<file path="config.mk">
export PLATFORM = sky130hd
export DESIGN_NAME = low_power_mode_wake_control
export DESIGN_NICKNAME = d
export VERILOG_FILES = /design/src/core/low_power_mode_wake_control_pkg.sv /design/src/core/low_power_mode_wake_control.sv
export VERILOG_INCLUDE_DIRS = /design/src /design/src/core
export SDC_FILE = /design/constraint.sdc
export NUM_CORES = 1
export LEC_CHECK = 0
export ABC_AREA = 1
export BUFFER_PORTS_ARGS = -buffer_cell sky130_fd_sc_hd__buf_2
export CORE_MARGIN = 2
export CORE_UTILIZATION = 57
export DETAILED_ROUTE_END_ITERATION = 6
export MAX_ROUTING_LAYER = met4
export PLACE_DENSITY = 0.84
export SYNTH_ARGS = -nofsm -noshare
export SYNTH_HDL_FRONTEND = slang
export SYNTH_SLANG_ARGS = --single-unit
</file>
<file path="constraint.sdc">
create_clock -name sys_clk -period 1.85 [get_ports sys_clk]
set_input_delay 0.2775 -clock sys_clk [delete_from_list [all_inputs] [get_ports sys_clk]]
set_output_delay 0.2775 -clock sys_clk [all_outputs]
set_load 0.05 [all_outputs]
</file>
<file path="src/core/low_power_mode_wake_control_regs.svh">
`ifndef LOW_POWER_MODE_WAKE_CONTROL_REGS_SVH
`define LOW_POWER_MODE_WAKE_CONTROL_REGS_SVH

// Register word indices on the plain port
`define CTRL_OFS        2'h0
`define CFG_OFS         2'h1
`define STAT_OFS        2'h2

// Control word fields
`define MODE_LSB        0
`define WD_KEEP_BIT     15
`define CTRL_RST        16'h0000

// Mode select patterns
`define PAT_ACT_LINOFF  3'h2
`define PAT_ACTIVE      3'h3
`define PAT_SLEEP       3'h4
`define PAT_RX_ONLY     3'h6
`define PAT_STOP        3'h7

// Configuration word fields
`define CFG_PER_LSB     0
`define CFG_CYC_BIT     8
`define CFG_SLOPE_BIT   9
`define CFG_MEAS_BIT    10
`define CFG_RST         16'h0000

// Timing
`define DO_PULSE_TICKS  2'h2
`define SYS_CLK_NS      10
`define TXD_TO_NS       20000
`define TXD_REC_NS      10000
`define TXD_TO_CYC      ((`TXD_TO_NS + `SYS_CLK_NS - 1) / `SYS_CLK_NS)
`define TXD_REC_CYC     ((`TXD_REC_NS + `SYS_CLK_NS - 1) / `SYS_CLK_NS)

`endif

</file>
<file path="src/core/low_power_mode_wake_control_pkg.sv">
package low_power_mode_wake_control_pkg;

    typedef enum logic [2:0] {
        STANDBY    = 3'h0,
        ACTIVE     = 3'h1,
        STOP       = 3'h3,
        SLEEP      = 3'h2,
        RX_ONLY    = 3'h6,
        ACT_LINOFF = 3'h7
    } mode_type;

    typedef struct packed {
        logic [3:0] monitor_wake_inputs;
        logic       linWake;
        logic       txd;
        logic       wdExpire;
        logic       loadLow;
        logic       oscClk;
    } pins_type;

endpackage : low_power_mode_wake_control_pkg

</file>
<file path="src/core/low_power_mode_wake_control.sv">
// Summary of operation
// - Sleep command turns off LIN transceiver, regulator and all switches.
// - In Sleep, monitor pin change or LIN wake enters Standby, regulator on.
// - Watchdog kept on in Sleep: expiry issues reset and enters Standby.
// - LIN wake from Sleep drives receive and data-out low; receive until a mode change command.
// - Watchdog off in Sleep restarts with long open window on wake; off in Stop, on leaving Stop.
// - Sleep with watchdog kept on keeps the oscillator running.
// - Stop command turns off transceiver and termination, regulator stays on.
// - In Stop, monitor pin change pulses data-out low.
// - In Stop, LIN wake holds receive low, data-out low two internal cycles.
// - In Stop, low load current disables watchdog unless keep bit set.
// - Cyclic Stop pulses data-out low two cycles every configured period.
// - Cyclic Stop wake holds data-out low until next valid command.
// - Wake detection works at any point of the cyclic period count.
// - Leaving cyclic Stop restarts watchdog with long open window.
// - Transmit low past dominant timeout is ignored, bus goes recessive.
// - Transmit resumes only after input high for the recovery time.
// - Low slope option selects reduced LIN slew rate.
// - A configuration bit picks battery or temperature measurement channel.
// - Mode pattern 100 selects Sleep and 111 selects Stop.
// - Control bit 15 keeps watchdog on in Stop or Sleep; always on otherwise.
// - Standby is entered only by reset, wake or watchdog expiry in Sleep, never by command.
//
// Implementation choices: strobed register access and the address map.
`timescale 1ns/100ps
`default_nettype none
`include "low_power_mode_wake_control_regs.svh"

module low_power_mode_wake_control
    import low_power_mode_wake_control_pkg::*;
(
    input  wire logic        sys_clk,
    input  wire logic        srst,
    input  wire logic [1:0]  addr,
    input  wire logic [15:0] wrData,
    input  wire logic        wrStrobe,
    input  wire logic        rdStrobe,
    output logic      [15:0] rdData,
    input  wire pins_type    pinIn,
    output logic             regulatorEn,
    output logic             linTxEn,
    output logic             linTermEn,
    output logic             switchEn,
    output logic             oscEn,
    output logic             wdEn,
    output logic             wdRestart,
    output logic             resetReq,
    output logic             rxdLine,
    output logic             mcu_interrupt_input,
    output logic             linTxd,
    output logic             lowSlope,
    output logic             measSel
);

    function automatic logic isMode(input logic [2:0] pat);
        isMode = (pat == `PAT_ACTIVE) || (pat == `PAT_ACT_LINOFF) ||
                 (pat == `PAT_SLEEP) || (pat == `PAT_RX_ONLY) ||
                 (pat == `PAT_STOP);
    endfunction : isMode

    function automatic mode_type decodeMode(input logic [2:0] pat);
        case (pat)
            `PAT_ACTIVE:     decodeMode = ACTIVE;
            `PAT_ACT_LINOFF: decodeMode = ACT_LINOFF;
            `PAT_SLEEP:      decodeMode = SLEEP;
            `PAT_RX_ONLY:    decodeMode = RX_ONLY;
            `PAT_STOP:       decodeMode = STOP;
            default:         decodeMode = STANDBY;
        endcase
    endfunction : decodeMode

    // Pin synchronisers; the second and third stages feed logic
    pins_type pinMeta_ff, pinSync_ff, pinPrev_ff;
    always_ff @(posedge sys_clk) begin
        pinMeta_ff <= pinIn;
        pinSync_ff <= pinMeta_ff;
        pinPrev_ff <= pinSync_ff;
    end

    logic tick, monChg, linRise, cmdValid;
    assign tick    = pinSync_ff.oscClk & ~pinPrev_ff.oscClk;
    assign monChg  = |(pinSync_ff.monitor_wake_inputs ^
                       pinPrev_ff.monitor_wake_inputs);
    assign linRise = pinSync_ff.linWake & ~pinPrev_ff.linWake;
    assign cmdValid = wrStrobe && (addr == `CTRL_OFS) &&
                      isMode(wrData[`MODE_LSB +: 3]);

    // Register port
    logic [15:0] ctrl_ff, nxt_ctrl;
    logic [15:0] cfg_ff, nxt_cfg;
    logic [15:0] rdData_ff, nxt_rdData;
    logic        lowSlope_ff, nxt_lowSlope;
    logic        measSel_ff, nxt_measSel;
    mode_type    mode_ff, nxt_mode;
    logic        cyclic_ff, nxt_cyclic;
    logic        wdKeep_ff, nxt_wdKeep;
    logic        wdOff_ff, nxt_wdOff;
    logic        rxdLow_ff, nxt_rxdLow;
    logic        doHold_ff, nxt_doHold;
    logic [1:0]  doCnt_ff, nxt_doCnt;
    logic [7:0]  perCnt_ff, nxt_perCnt;

    always_comb begin
        nxt_ctrl     = ctrl_ff;
        nxt_cfg      = cfg_ff;
        nxt_rdData   = 16'h0000;
        if (cmdValid)
            nxt_ctrl = wrData;
        if (wrStrobe && addr == `CFG_OFS)
            nxt_cfg = wrData;
        if (rdStrobe) begin
            case (addr)
                `CTRL_OFS: nxt_rdData = ctrl_ff;
                `CFG_OFS:  nxt_rdData = cfg_ff;
                `STAT_OFS: nxt_rdData = {8'h00, doHold_ff, rxdLow_ff,
                                         wdOff_ff, cyclic_ff, wdKeep_ff,
                                         mode_ff};
                default:   nxt_rdData = 16'h0000;
            endcase
        end
        nxt_lowSlope = nxt_cfg[`CFG_SLOPE_BIT];
        nxt_measSel  = nxt_cfg[`CFG_MEAS_BIT];
    end
    always_ff @(posedge sys_clk) begin
        if (srst) begin
            ctrl_ff     <= `CTRL_RST;
            cfg_ff      <= `CFG_RST;
            rdData_ff   <= 16'h0000;
            lowSlope_ff <= 1'b0;
            measSel_ff  <= 1'b0;
        end else begin
            ctrl_ff     <= nxt_ctrl;
            cfg_ff      <= nxt_cfg;
            rdData_ff   <= nxt_rdData;
            lowSlope_ff <= nxt_lowSlope;
            measSel_ff  <= nxt_measSel;
        end
    end

    // Mode sequencing, wake handling and power switches
    logic regEn_ff, nxt_regEn;
    logic txEn_ff, nxt_txEn;
    logic termEn_ff, nxt_termEn;
    logic swEn_ff, nxt_swEn;
    logic oscEn_ff, nxt_oscEn;
    logic wdEn_ff, nxt_wdEn;
    logic wdRestart_ff, nxt_wdRestart;
    logic resetReq_ff, nxt_resetReq;
    logic rxd_ff, nxt_rxd;
    logic doLine_ff, nxt_doLine;

    always_comb begin
        nxt_mode      = mode_ff;
        nxt_cyclic    = cyclic_ff;
        nxt_wdKeep    = wdKeep_ff;
        nxt_wdOff     = wdOff_ff;
        nxt_rxdLow    = rxdLow_ff;
        nxt_doHold    = doHold_ff;
        nxt_doCnt     = doCnt_ff;
        nxt_perCnt    = perCnt_ff;
        nxt_wdRestart = 1'b0;
        nxt_resetReq  = 1'b0;
        if (tick && doCnt_ff != 2'h0)
            nxt_doCnt = 2'(doCnt_ff - 2'h1);
        // A command clears the held low, yet a same-cycle wake re-arms it
        if (cmdValid) begin
            nxt_doHold = (mode_ff == STOP) && cyclic_ff &&
                         (monChg || linRise);
            if (decodeMode(wrData[`MODE_LSB +: 3]) != mode_ff) begin
                nxt_mode   = decodeMode(wrData[`MODE_LSB +: 3]);
                nxt_rxdLow = 1'b0;
                nxt_perCnt = 8'h00;
                nxt_cyclic = cfg_ff[`CFG_CYC_BIT];
                nxt_wdKeep = wrData[`WD_KEEP_BIT];
                nxt_wdOff  = 1'b0;
                if ((mode_ff == STOP && cyclic_ff) || wdOff_ff)
                    nxt_wdRestart = 1'b1;
            end
        end else begin
            case (mode_ff)
                SLEEP: begin
                    if (monChg || linRise) begin
                        nxt_mode = STANDBY;
                        nxt_wdRestart = ~wdKeep_ff;
                        if (linRise) begin
                            nxt_rxdLow = 1'b1;
                            nxt_doCnt  = `DO_PULSE_TICKS;
                        end
                    end else if (wdKeep_ff && pinSync_ff.wdExpire) begin
                        nxt_mode     = STANDBY;
                        nxt_resetReq = 1'b1;
                    end
                end
                STOP: begin
                    if (!wdKeep_ff && pinSync_ff.loadLow)
                        nxt_wdOff = 1'b1;
                    // no exit from Stop without a command
                    if (cyclic_ff) begin
                        if (tick) begin
                            if (perCnt_ff == cfg_ff[`CFG_PER_LSB +: 8]) begin
                                nxt_perCnt = 8'h00;
                                nxt_doCnt  = `DO_PULSE_TICKS;
                            end else
                                nxt_perCnt = 8'(perCnt_ff + 8'h01);
                        end
                        if (monChg || linRise)
                            nxt_doHold = 1'b1;
                        if (linRise)
                            nxt_rxdLow = 1'b1;
                    end else begin
                        if (monChg)
                            nxt_doCnt = `DO_PULSE_TICKS;
                        if (linRise) begin
                            nxt_rxdLow = 1'b1;
                            nxt_doCnt  = `DO_PULSE_TICKS;
                        end
                    end
                end
                default: ;
            endcase
        end
        nxt_regEn  = (nxt_mode != SLEEP);
        nxt_txEn   = (nxt_mode == ACTIVE);
        nxt_termEn = (nxt_mode == ACTIVE) || (nxt_mode == RX_ONLY);
        nxt_swEn   = (nxt_mode == ACTIVE) || (nxt_mode == ACT_LINOFF);
        nxt_oscEn  = (nxt_mode != SLEEP) || nxt_wdKeep;
        case (nxt_mode)
            SLEEP:   nxt_wdEn = nxt_wdKeep;
            STOP:    nxt_wdEn = nxt_wdKeep || !nxt_wdOff;
            default: nxt_wdEn = 1'b1;
        endcase
        nxt_rxd    = ~nxt_rxdLow;
        nxt_doLine = ~(nxt_doHold || nxt_doCnt != 2'h0);
    end
    always_ff @(posedge sys_clk) begin
        if (srst) begin
            mode_ff      <= STANDBY;
            cyclic_ff    <= 1'b0;
            wdKeep_ff    <= 1'b0;
            wdOff_ff     <= 1'b0;
            rxdLow_ff    <= 1'b0;
            doHold_ff    <= 1'b0;
            doCnt_ff     <= 2'h0;
            perCnt_ff    <= 8'h00;
            regEn_ff     <= 1'b1;
            txEn_ff      <= 1'b0;
            termEn_ff    <= 1'b0;
            swEn_ff      <= 1'b0;
            oscEn_ff     <= 1'b1;
            wdEn_ff      <= 1'b1;
            wdRestart_ff <= 1'b0;
            resetReq_ff  <= 1'b0;
            rxd_ff       <= 1'b1;
            doLine_ff    <= 1'b1;
        end else begin
            mode_ff      <= nxt_mode;
            cyclic_ff    <= nxt_cyclic;
            wdKeep_ff    <= nxt_wdKeep;
            wdOff_ff     <= nxt_wdOff;
            rxdLow_ff    <= nxt_rxdLow;
            doHold_ff    <= nxt_doHold;
            doCnt_ff     <= nxt_doCnt;
            perCnt_ff    <= nxt_perCnt;
            regEn_ff     <= nxt_regEn;
            txEn_ff      <= nxt_txEn;
            termEn_ff    <= nxt_termEn;
            swEn_ff      <= nxt_swEn;
            oscEn_ff     <= nxt_oscEn;
            wdEn_ff      <= nxt_wdEn;
            wdRestart_ff <= nxt_wdRestart;
            resetReq_ff  <= nxt_resetReq;
            rxd_ff       <= nxt_rxd;
            doLine_ff    <= nxt_doLine;
        end
    end
    // Transmit dominant timeout; a stuck-low input must not jam the bus
    logic [11:0] txCnt_ff, nxt_txCnt;
    logic        txBlock_ff, nxt_txBlock;
    logic        linTxd_ff, nxt_linTxd;
    always_comb begin
        nxt_txCnt   = 12'h000;
        nxt_txBlock = txBlock_ff;
        if (!txBlock_ff) begin
            if (!pinSync_ff.txd) begin
                if (txCnt_ff >= 12'(`TXD_TO_CYC))
                    nxt_txBlock = 1'b1;
                else
                    nxt_txCnt = 12'(txCnt_ff + 12'h001);
            end
        end else if (pinSync_ff.txd) begin
            if (txCnt_ff >= 12'(`TXD_REC_CYC - 1))
                nxt_txBlock = 1'b0;
            else
                nxt_txCnt = 12'(txCnt_ff + 12'h001);
        end
        nxt_linTxd = nxt_txBlock || !txEn_ff || pinSync_ff.txd;
    end
    always_ff @(posedge sys_clk) begin
        if (srst) begin
            txCnt_ff   <= 12'h000;
            txBlock_ff <= 1'b0;
            linTxd_ff  <= 1'b1;
        end else begin
            txCnt_ff   <= nxt_txCnt;
            txBlock_ff <= nxt_txBlock;
            linTxd_ff  <= nxt_linTxd;
        end
    end
    assign rdData              = rdData_ff;
    assign regulatorEn         = regEn_ff;
    assign linTxEn             = txEn_ff;
    assign linTermEn           = termEn_ff;
    assign switchEn            = swEn_ff;
    assign oscEn               = oscEn_ff;
    assign wdEn                = wdEn_ff;
    assign wdRestart           = wdRestart_ff;
    assign resetReq            = resetReq_ff;
    assign rxdLine             = rxd_ff;
    assign mcu_interrupt_input = doLine_ff;
    assign linTxd              = linTxd_ff;
    assign lowSlope            = lowSlope_ff;
    assign measSel             = measSel_ff;
endmodule : low_power_mode_wake_control

`default_nettype wire

</file>
# Word-level counts from Yosys, hierarchy flattened
# Index checks and enable logic that the tools add are counted.
# totals
word_cells,167
output_inout_bits,29
inputBits,31
regBits,116
# op_classes
addsub,3
n_lt_le_gt_ge,2
reduce_logical,35
bitwise,10
eq_ne,18
muxes,57
# op_table
op,count
$mux 12,5
$mux 8,6
$pmux 16 s3,1
$mux 1,25
$eq 3x2->1 const B,6
$mux 2,9
$mux 3,6
$eq 3x3->1 const B,5
$pmux 3 s5,1
$logic_or 1x1->1,13
$add 12x1->12 const B,1
$ge 12x10->1 const B,1
$ge 12x11->1 const B,1
$mux 11,1
$reduce_bool 2->1,5
$add 8x1->8 const B,1
$eq 8x8->1,1
$logic_and 1x1->1,8
$reduce_or 4->1,2
$not 1->1,7
$pmux 1 s2,2
$pmux 2 s2,1
$reduce_and 4->1,1
$xor 4x4->4,1
other kinds (12),15

# Longest topological paths before layout
# Gate-level depths: netlist (run 1).
# logic_depth
word_depth,13
ltp_mapped,13
mapped_depth_nobuf,12

# Worst setup path before layout (run 1)
# No wires, ideal clock.
# synth_path
kind,input to register
startpoint,in wrStrobe
endpoint,reg wdEn_ff (netlist: wdEn)
path_buffers,1
t_required_ns,1.737
t_arrival_ns,1.234
setup_slack_ns,0.503
cell_stages,12
setup_ns,0.113
path_cell_list,buf_2 inv_2 nor2_8 nand2_8 inv_6 nand2_1 o21ai_2 inv_2 nand2_2 nor2_4 nand2_1 nand2_1
# synth_via
elab_chain_len,6
word_cells_on_any_way,10
cone_classes,2 x eq/ne; 4 x mux; 4 x reduce/logical
# synth_rtl
item,line,source
from (decl),low_power_mode_wake_control.sv:36,"input wire logic wrStrobe,"
$logic_and 1x1->1 * (2 in a row),low_power_mode_wake_control.sv:85,assign cmdValid = wrStrobe && (addr == `CTRL_OFS) &&
"parallel branches: the longest is 3 deep, another holds $mux 3",-,
$pmux 1 s2 *,low_power_mode_wake_control.sv:227,case (nxt_mode)
to (signal assigned),low_power_mode_wake_control.sv:269,wdEn_ff <= nxt_wdEn;
to (decl),low_power_mode_wake_control.sv:146,"logic wdEn_ff, nxt_wdEn;"
# Mark *: on every way between the ends.
# A chain may end at the register's enable or synchronous reset.

# Worst setup path in the final report (run 1)
# layout_path
startpoint,reg txCnt_ff[0]
endpoint,reg txCnt_ff[2]
# layout_via
elab_chain_len,4
word_cells_on_any_way,8
cone_classes,1 x add/sub; 2 x order compare; 5 x mux
# layout_rtl
item,line,source
from (decl),low_power_mode_wake_control.sv:277,"logic [11:0] txCnt_ff, nxt_txCnt;"
from (signal assigned),low_power_mode_wake_control.sv:304,txCnt_ff <= nxt_txCnt;
"$add 12x1->12, or another cell as far along","low_power_mode_wake_control.sv:288, low_power_mode_wake_control.sv:294",
"$mux 12, on equally long branches","low_power_mode_wake_control.sv:285, low_power_mode_wake_control.sv:291",
"$mux 12, on equally long branches","low_power_mode_wake_control.sv:284, low_power_mode_wake_control.sv:290",
$mux 12 *,low_power_mode_wake_control.sv:283,if (!txBlock_ff) begin
# Every way passes the cells marked *; elsewhere a longest branch is shown, timed or not.

==> impl_metrics.yaml, run 1 <==
status:
  outcome: "completed"
route:
  drc: 0
  wirelength_microns: 10500
  vias: 3985
  vias_per_cell: 5.23
  post_drt_wl_per_cell_microns: 13.8
  dr.pass1.iters: 5
  dr.first_iter.drc_count: 301
  ant_nets: 0
worst_setup_path:
  crit_path_end_kind: "flip-flop"
  rrSetupSlack_ns: 0.24
  timing.critical_path.mode_cell: "nand2_1"
  worstSetupPathType: "flip-flop to flip-flop"
  crit_chain: "ha_1, nand2_1, nand3_1, nand4_1, nand4_1, nand2_1, nand2_1, nor3b_1"
  max_stage_delay_ns: 0.33
  cp.required_ns: 2.29
  reg2reg_depth: 8
  worst_setup_path_start_kind: "flip-flop"
  critPathArrivalTime_ns: 2.04
  r2r-end: "txCnt_ff[2]$_SDFF_PP0_"
  r2r-start: "txCnt_ff[0]$_SDFF_PP0_"
  path_delay_family: "simple AND/OR/NAND/NOR gates"
  critPathBufInv: 0
  critPathSlowestCell: "dfxtp_1"
  path_max_fanout: 10
min_path:
  min-delay-start: "wrData[9]"
  hold_path_class: "input port to flip-flop"
  hold_path_depth: 3
  whs_endpoint: "cfg_ff[9]$_SDFFE_PP0P_"
pwr:
  p_per_area_nw_per_um2: 1070
  peakVddDrop_uv: 709
  leakage_nw: 2.45
sta:
  slew-limit-headroom_pct: 60.2
  final_max_slew_viol_count: 0
  fin_tns_setup_ns: 0
  rsz0062_at_grt: "false"
  tightest_slew_ns: 0.596
  fin_worst_skew_ns: 0.00540
  final.min_clock_period_ns: 1.61
  finalCritPeriodShare_pct: 86.8
  finalSetupViolations: 0
  fmax_mhz: 623
  hold_ws_ns: 0.0295
  hold_viol: 0
cells_and_area:
  final_cells: 762
  mostFrequentLayoutCell: "dfxtp_1"
  area_delta_synth_final_pct: 22.3
  final_cell_mix: "dfxtp_1, nand2_1, nor2_1, buf_2, inv_1"
  multi_input_area_sq_um: 1960
  drive_above_1_share_pct: 21.8
  nNetsFinal: 682
  fillers: 583
  register_area_sq_um: 2280
  final_cell_area_sq_um: 5650
  diodes: 0
logic_synthesis:
  synthCells: 571
  synth_nets: 606
  syn_area_sq_um: 4620
  synth_warnings: 0
  synth-edff-count: 0
  synth_seq_cells: 114
  synth_flop_cell: "dfxtp_1"
  ys_async_sr_fraction_pct: 0
  synth_cell_types: 42
  ys_seq_area_share_pct: 49.4
  synth.avg_cell_area_sq_um: 8.09
placement:
  placed_cells_incl_taps: 721
  gp_congestion: 0.945
  hpwl_microns: 7140
  numPortBuffers: 59
  placed_area_sq_um: 4990
clock_network:
  cts_tree: "yes"
  cts_resized: 0
  cts_buffers: 17
  clock_latency_ns: 0.53
  cts.sinks: 114
  cts_max_level: 4
  root_buffer: "clkbuf_8"
  clk_pin_slew_ns: 0.06
  cts_buffer_depth: 2
floorplanning:
  start_util_pct: 59.1
  core_sq_um: 7810
  die_h_microns: 94
  die-area_sq_um: 8840
  die_w_microns: 94
  rows: 32
  num_io_pins: 60
grt:
  grt_max_degree: 29
  grt_pass1_vias: 3784
  grt_pass1_wl_microns: 17300
  grt_overflow: 0
  antenna_found_initial: 0
  track_usage_pct: 26.2
run:
  drv_cap: 0
tightest hold or removal path, delay by kind of cell:
| kind | cells | cell delay [ns] |
|---|---|---|
| buffers and inverters | 1 | 0.10 |
| AO/OA/AOI/OAI | 1 | 0.06 |
| AND/OR/NAND/NOR | 1 | 0.07 |
how the worst max path moves through the flow:
stage | from | to | slack, ns | depth (start not counted)
finish | txCnt_ff[0]$_SDFF_PP0_ | txCnt_ff[2]$_SDFF_PP0_ | 0.24 | 8
CTS | txCnt_ff[0]$_SDFF_PP0_ | txCnt_ff[2]$_SDFF_PP0_ | 0.23 | 8
global placement | addr[0] | wdKeep_ff$_SDFF_PP0_ | 0.20 | 11
floorplan | wrStrobe | wdEn$_SDFF_PP1_ | 0.50 | 12
detailed placement | addr[0] | oscEn$_SDFF_PP1_ | 0.14 | 11
global route | txCnt_ff[0]$_SDFF_PP0_ | txCnt_ff[2]$_SDFF_PP0_ | 0.05 | 8
report_power, final:
part | internal, W | switching [W]
combinational | 0.000138 | 0.000274
clock | 0.00181 | 0.00126
sequential | 0.00253 | 0.0000381
final cells by class:
type	count	share of cell area, %
Inverter	69	4.77
Multi-Input combinational cell	369	34.7
Tap cell	102	2.26
Clock inverter	15	2.62
Timing Repair Buffer	76	7.89
Sequential cell	114	40.4
Clock buffer	17	7.34
synth_stat cells (2+ instances only):
cell type	n	area share, %
a21oi_1	37	4.0
ha_1	4	1.1
inv_1	58	4.7
inv_2	9	0.73
o21ai_0	37	4.0
nand3b_1	2	0.33
nand3_1	45	4.9
buf_6	2	0.49
nor2_4	2	0.49
nor3_1	11	1.2
dfxtp_1	114	49
xor2_1	7	1.3
buf_1	3	0.24
clkbuf_1	6	0.49
nand3_2	6	1.3
buf_2	7	0.76
o22ai_1	3	0.41
nor2_2	2	0.27
xnor2_1	7	1.3
nand2_2	6	0.81
o21ai_2	2	0.38
a21oi_2	5	0.95
o211ai_1	4	0.65
nand4_1	7	0.95
nand2_4	3	0.73
nand2_8	2	0.87
nand2_1	100	8.1
nor2_1	63	5.1
inv_6	2	0.38
nor3b_1	3	0.49
metrics by stage:
stage	total power, W	setup slack [ns]	util, %
after floorplan	0.00290	0.503	-
after global placement	0.00299	0.204	64.0
after detailed placement	0.00301	0.135	64.0
after CTS	0.00607	0.229	72.3
after global routing	0.00626	0.0476	72.3
final	0.00605	0.244	72.3
what timing repair did:
item / in CTS / in global routing
hold buffers: 9 / 0
endpoints found under the hold margin: 9 / 0
setup buffers: 0 / 0
setup endpoints to repair: 0 / 0
flip-flops by register name, summed over array words and instances (netlist names), 2 cells and up:
register    count
pinPrev_ff      6
rdData         16
pinSync_ff      9
ctrl_ff        16
perCnt_ff       8
cfg_ff         16
mode_ff         3
pinMeta_ff      9
doCnt_ff        2
txCnt_ff       12
cells by family after synthesis:
| logic type | Yosys count | share of synthesized area (%) |
|---|---|---|
| buffers and inverters | 88 | 8.13 |
| DFF | 114 | 49.4 |
| other | 1 | 0.0812 |
| and+or+nand+nor | 257 | 27.3 |
| AOI/OAI and AO/OA | 92 | 11.0 |
| adders and majority gates | 4 | 1.08 |
| xor gates and xnor gates | 15 | 3.01 |
per-layer routing:
layer | vias to the layer above | part of all wire, % | track usage (%)
met5 | - | 0 | -
met4 | 0 | 2.6 | 10.5
met3 | 27 | 6.2 | 7.54
met2 | 147 | 49 | 42.9
met1 | 1815 | 43 | 30.4
li1 | 1996 | - | -
Power figures use the tool's default switching activity.
==> run 2: changes to the inputs <==
ABC_AREA = default   (was 1)
CORE_UTILIZATION = 61   (was 57)
PLACE_DENSITY = 0.89   (was 0.84)
clock period = 2.1 ns   (was 1.85 ns; I/O delays follow)
==> run 2 against run 1 <==
Effect of this change:
- synthesized cell count shrank 17%
- die area decreased by 12%
- design area is 4.1% lower
- first-iteration DRC count fell by 7.0%
- synthesized area fell by 5.9%
- sequential power is 12% lower
- register-to-register slack got worse by 0.16 ns
- non-clock buffer count increased by 10
- fmax decreased by 20%
- routed wire length decreased by 1.7%
- clock skew increased by 0.0024 ns
- power down 15%
- critical endpoint unchanged
==> impl_metrics.yaml, run 2 <==
status:
  outcome: "completed"
floorplanning:
  core_sq_um: 6830
  num_io_pins: 60
  rows: 30
  die-area_sq_um: 7810
  start_util_pct: 63.6
  die_w_microns: 88.4
  die_h_microns: 88.4
worst_setup_path:
  r2r-start: "txCnt_ff[0]$_SDFF_PP0_"
  worstSetupPathType: "flip-flop to flip-flop"
  critPathArrivalTime_ns: 2.46
  critPathSlowestCell: "or2_2"
  worst_setup_path_start_kind: "flip-flop"
  reg2reg_depth: 7
  r2r-end: "txCnt_ff[2]$_SDFF_PP0_"
  cp.required_ns: 2.55
  path_delay_family: "simple AND/OR/NAND/NOR gates"
  path_max_fanout: 11
  critPathBufInv: 0
  rrSetupSlack_ns: 0.09
  max_stage_delay_ns: 0.39
  crit_chain: "ha_1, a211oi_1, nor3b_1, nor4b_2, a21oi_1, or2_2, nor2_1"
  crit_path_end_kind: "flip-flop"
min_path:
  min-delay-start: "wrData[10]"
  whs_endpoint: "cfg_ff[10]$_SDFFE_PP0P_"
  hold_path_depth: 3
  hold_path_class: "input port to flip-flop"
logic_synthesis:
  synth_warnings: 0
  ys_seq_area_share_pct: 52.5
  synth_common_cells: "dfxtp_1, nand2_1, nor2_1"
  synth.top_cell.area_share_pct: 52.5
  synth_nets: 511
  synthCells: 476
  syn_area_sq_um: 4340
  yosysTopAreaCell: "dfxtp_1"
  synth_seq_cells: 114
  synth.area.top_cells: "dfxtp_1, nand2_1, a21oi_1"
  synth_most_common_cell: "dfxtp_1"
  synth_cell_types: 58
  synth-edff-count: 0
  synth_flop_cell: "dfxtp_1"
  synth.avg_cell_area_sq_um: 9.13
  ys_async_sr_fraction_pct: 0
pwr:
  comb_power_share_pct: 6.0
  pwr-share-clk_pct: 50.0
  p_sw_w: 0.00124
  intPower_w: 0.00390
  pwr-share-seq_pct: 43.9
  p_sw_share_pct: 24.1
  p_per_area_nw_per_um2: 950
  peakVddDrop_uv: 682
  leakage_nw: 2.22
sta:
  fmax_mhz: 497
  final.min_clock_period_ns: 2.01
  slew-limit-headroom_pct: 62.8
  tightest_slew_ns: 0.557
  finalCritPeriodShare_pct: 95.8
  setup_ws_ns: 0.0878
  hold_ws_ns: 0.0549
  rsz0062_at_grt: "false"
  finalSetupViolations: 0
  final_max_slew_viol_count: 0
  hold_viol: 0
  fin_worst_skew_ns: 0.00783
  fin_tns_setup_ns: 0
clock_network:
  clk_pin_slew_ns: 0.06
  cts_buffers: 17
  cts.sinks: 114
  cts_tree: "yes"
  clock_latency_ns: 0.51
  post_cts_buffers: 0
  root_buffer: "clkbuf_8"
  cts_max_level: 4
  cts_buffer_depth: 2
route:
  dr_wl_met2_microns: 5410
  dr.pass1.iters: 5
  post_drt_wl_per_cell_microns: 15.6
  dr.first_iter.drc_count: 280
  wirelength_microns: 10400
  vias_per_cell: 5.60
  vias: 3716
  drt-met1-wl_microns: 4090
  ant_nets: 0
  top_layer_used: "met4"
  drc: 0
  met3WireLength_microns: 630
cells_and_area:
  final_cell_mix: "dfxtp_1, nand2_1, nor2_1, buf_2, a21oi_1"
  nNetsFinal: 591
  drive_above_1_share_pct: 21.1
  final_cell_area_sq_um: 5410
  mostFrequentLayoutCell: "dfxtp_1"
  final_cells: 664
  diodes: 0
  area_delta_synth_final_pct: 24.6
placement:
  dp_slack_ns: 0.0394
  hpwl_microns: 6600
  placed_area_sq_um: 4780
  placed_cells_incl_taps: 624
  numPortBuffers: 59
  gp_congestion: 0.920
grt:
  grt_overflow: 0
  grt_max_degree: 27
  track_usage_pct: 29.2
  grt_pass1_wl_microns: 16900
  antenna_found_initial: 0
  grt_pass1_vias: 3756
run:
  drv_cap: 0
==> run 2: cell types whose count changed in the layout (fill, tap and decap cells not counted), moves of 19 or more <==
cell	before	now
inv_1	58	11
mux2i_1	0	19
nand3_1	45	13
nand2_1	100	71
o21ai_0	37	6
==> run 2: layout make-up <==
class	instances	area [sq um]
multi-input cells	326	1920
clock inverters	12	111
well taps	96	120
repair buffers	86	520
clock buffers	19	422
fillers	454	1420
inverters	11	41.3
flip-flops and latches	114	2280
==> run 2: logic make-up after synthesis <==
logic type / Yosys count / synth area share (%)
AND/OR/NAND/NOR: 195 / 21.5
flip-flops: 114 / 52.5
AO/OA/AOI/OAI: 78 / 11.0
buffers and inverters: 36 / 3.51
XOR/XNOR: 29 / 5.85
multiplexers: 19 / 4.38
adder cells (fa/ha/maj): 4 / 1.15
other: 1 / 0.0863
==> run 2: how the worst max path moves through the flow <==
stage / startpoint / endpoint / cells past startpoint
after global placement: wrData[0] / perCnt_ff[7]$_SDFFE_PP0P_ / 8
after detailed placement: txCnt_ff[0]$_SDFF_PP0_ / txCnt_ff[2]$_SDFF_PP0_ / 7
after floorplan: wrData[1] / wdEn$_SDFF_PP1_ / 7
after global routing: mode_ff[0]$_SDFF_PP0_ / perCnt_ff[7]$_SDFFE_PP0P_ / 7
final: txCnt_ff[0]$_SDFF_PP0_ / txCnt_ff[2]$_SDFF_PP0_ / 7
after CTS: txCnt_ff[0]$_SDFF_PP0_ / txCnt_ff[2]$_SDFF_PP0_ / 7
==> run 2: worst register-to-register path, delay by kind of cell (launching register included) <==
kind	cells	cell delay (ns)
adders and majority gates	1	0.27
and+or+nand+nor	4	0.96
DFF	1	0.35
AOI/OAI and AO/OA	2	0.38
==> run 2: metrics by stage <==
stage | power [W] | utilization [%]
floorplan | 0.00249 | -
global placement | 0.00258 | 70.0
detailed placement | 0.00259 | 70.0
CTS | 0.00516 | 79.2
global route | 0.00529 | 79.2
finish | 0.00514 | 79.2
==> run 2: routing by layer <==
layer  up-vias  GRT usage [%]
met4         0           13.5
met3        26           6.16
met5         -              -
met2       156           51.3
li1       1775              -
met1      1759           31.5
==> run 2: power groups by stage <==
stage	logic, W	clock network, W	registers [W]
6_report	0.000309	0.00257	0.00226
5_1_grt	0.000336	0.00269	0.00226
4_1_cts	0.000306	0.00260	0.00226
3_5_place_dp	0.000287	0	0.00230
3_3_place_gp	0.000279	0	0.00230
2_1_floorplan	0.000168	0	0.00232
==> run 2: what timing repair did <==
| action | 4_1_cts | 5_1_grt |
|---|---|---|
| cloned | 0 | 0 |
| pin swaps | 0 | 1 |
| endpoints found under the hold margin | 9 | 0 |
| gates resized for setup | 1 | 1 |
| hold buffers | 9 | 0 |
| endpoints found under the setup margin | 9 | 9 |
==> run 3: changes to the inputs <==
--- a/config.mk
+++ b/config.mk
@@ -9,2 +9,3 @@
 export BUFFER_PORTS_ARGS = -buffer_cell sky130_fd_sc_hd__buf_2
+export CORE_ASPECT_RATIO = 0.8
 export CORE_MARGIN = 2
==> constraint.sdc (replaced) <==
create_clock -name sys_clk -period 2.1 [get_ports sys_clk]
set_input_delay 0.105 -clock sys_clk [delete_from_list [all_inputs] [get_ports sys_clk]]
set_output_delay 0.105 -clock sys_clk [all_outputs]
set_load 0.05 [all_outputs]
==> run 3 against run 2 <==
Effect of this change:
- first-iteration DRC count is 9.6% lower
- die area about the same
- clock power grew 11%
- design area is 3.4% higher
- routed wire length is 3.1% higher
- count of clock-buffer cells in the layout down 2
- clock skew about the same
- critical path depth increased by 1
- register-to-register slack barely moved
- global-route usage is 0.25 points higher
- critical endpoint is now perCnt_ff[4]$_SDFFE_PP0P_
- largest power group unchanged
==> impl_metrics.yaml, run 3 (synthesis results as in run 2) <==
status:
  outcome: "completed"
worst_setup_path:
  critPathArrivalTime_ns: 2.41
  crit_path_end_kind: "flip-flop"
  worst_setup_path_start_kind: "flip-flop"
  critPathSlowestCell: "or3b_1"
  rrSetupSlack_ns: 0.09
  cp.required_ns: 2.50
  timing.critical_path.mode_cell: "buf_4"
  critPathBufInv: 2
  path_delay_family: "simple AND/OR/NAND/NOR gates"
  max_stage_delay_ns: 0.40
  path_max_fanout: 8
  crit_chain: "buf_4, or3b_1, a21oi_2, nor3_4, buf_4, o2111ai_1, xor2_1, nor2_1"
  worstSetupPathType: "flip-flop to flip-flop"
clock_network:
  cts_buffers: 17
  cts_buffer_depth: 2
  clk_pin_slew_ns: 0.06
  root_buffer: "clkbuf_8"
  post_cts_buffers: 0
  cts_max_level: 4
  cts.sinks: 114
  cts_tree: "yes"
  clock_latency_ns: 0.52
run:
  drv_cap: 0
min_path:
  hold_path_class: "input port to flip-flop"
route:
  dr.pass1.iters: 6
  ant_nets: 0
  vias_per_cell: 5.64
  top_layer_used: "met4"
  dr_wl_met2_microns: 5340
  dr.first_iter.drc_count: 253
  drt-met1-wl_microns: 4350
  post_drt_wl_per_cell_microns: 16.0
  drc: 0
  met3WireLength_microns: 731
  vias: 3767
  wirelength_microns: 10700
pwr:
  leakage_nw: 2.29
  finalPower_w: 0.00545
  p_per_area_nw_per_um2: 973
  peakVddDrop_uv: 821
grt:
  grt_max_degree: 33
  track_usage_pct: 29.5
  grt_pass1_wl_microns: 17500
  grt_pass1_vias: 3806
  antenna_found_initial: 0
  grt_overflow: 0
sta:
  finalCritPeriodShare_pct: 95.9
  fin_tns_setup_ns: 0
  fin_worst_skew_ns: 0.00789
  fmax_mhz: 497
  final.min_clock_period_ns: 2.01
  hold_viol: 0
  slew-limit-headroom_pct: 52.1
  setup_ws_ns: 0.0863
  finalSetupViolations: 0
  hold_ws_ns: 0.0264
  tightest_slew_ns: 0.716
  final_max_slew_viol_count: 0
floorplanning:
  num_io_pins: 60
  core_sq_um: 6890
  die_w_microns: 98.4
  rows: 27
  die-area_sq_um: 7820
  die_h_microns: 79.5
  start_util_pct: 63.0
cells_and_area:
  fillers: 396
  area_delta_synth_final_pct: 28.9
  nNetsFinal: 603
  mostFrequentLayoutCell: "dfxtp_1"
  diodes: 0
  drive_above_1_share_pct: 20.5
  final_cell_mix: "dfxtp_1, nand2_1, nor2_1, buf_2, a21oi_1"
placement:
  numPortBuffers: 59
  dp_slack_ns: 0.103
  hpwl_microns: 6530
  gp_congestion: 0.890
run 3: cell types whose count changed in the layout (fill, tap and decap cells not counted):
cell	change
clkinvlp_4	+2
clkinv_2	-1
a21o_2	+1
buf_4	-5
a21o_1	-1
clkbuf_1	-2
bufinv_16	+2
inv_6	+2
dlygate4sd3_1	+17
clkinv_4	-2
run 3: cell type report:
| class | instances | area (sq um) | share of cell area (%) |
|---|---|---|---|
| clock inverters | 15 | 181 | 3.24 |
| clock buffers | 17 | 414 | 7.40 |
| multi-input cells | 326 | 1920 | 34.2 |
| flip-flops and latches | 114 | 2280 | 40.8 |
| inverters | 11 | 41.3 | 0.737 |
| repair buffers | 98 | 653 | 11.7 |
| well taps | 87 | 109 | 1.94 |
run 3: metrics by stage:
step	cells	utilization (%)	area, sq um
floorplan	476	-	4340
global placement	610	68.7	4730
detailed placement	610	68.7	4730
CTS	668	81.1	5590
global route	668	81.2	5600
finish	668	81.2	5600
run 3: worst paths after layout:
| path | cells after the start | end | start |
|---|---|---|---|
| worst max register to register | 8 | perCnt_ff[4]$_SDFFE_PP0P_ | mode_ff[2]$_SDFF_PP0_ |
| worst min-delay path | 4 | rdData[1]$_SDFF_PP0_ | addr[1] |
| worst min register to register | 0 | pinSync_ff[4]$_DFF_P_ | pinMeta_ff[4]$_DFF_P_ |
| worst max-delay path | 8 | perCnt_ff[4]$_SDFFE_PP0P_ | mode_ff[2]$_SDFF_PP0_ |
run 3: per-layer routing:
metal / up-vias / global-route usage [%]
met3: 36 / 7.97
met1: 1760 / 32.7
met5: - / -
li1: 1799 / -
met2: 172 / 50.1
met4: 0 / 13.7
run 3: repair_timing:
| item | in CTS | in global routing |
|---|---|---|
| hold buffers | 26 | 0 |
| endpoints found under the hold margin | 50 | 0 |
| resized for setup | 0 | 3 |
| endpoints found under the setup margin | 0 | 18 |
run 3: where the power goes:
group	internal, W	total [W]	switching (W)
logic	0.000136	0.000333	0.000197
registers	0.00222	0.00226	0.0000362
clock network	0.00181	0.00286	0.00105
total	0.00417	0.00545	0.00128
run 3: worst register-to-register path, delay by kind of cell, from the launching register on:
| family | cells | cell delay (ns) |
|---|---|---|
| buf+inv | 2 | 0.35 |
| simple gates | 3 | 0.57 |
| xor+xnor | 1 | 0.21 |
| flops | 1 | 0.33 |
| compound gates | 2 | 0.44 |
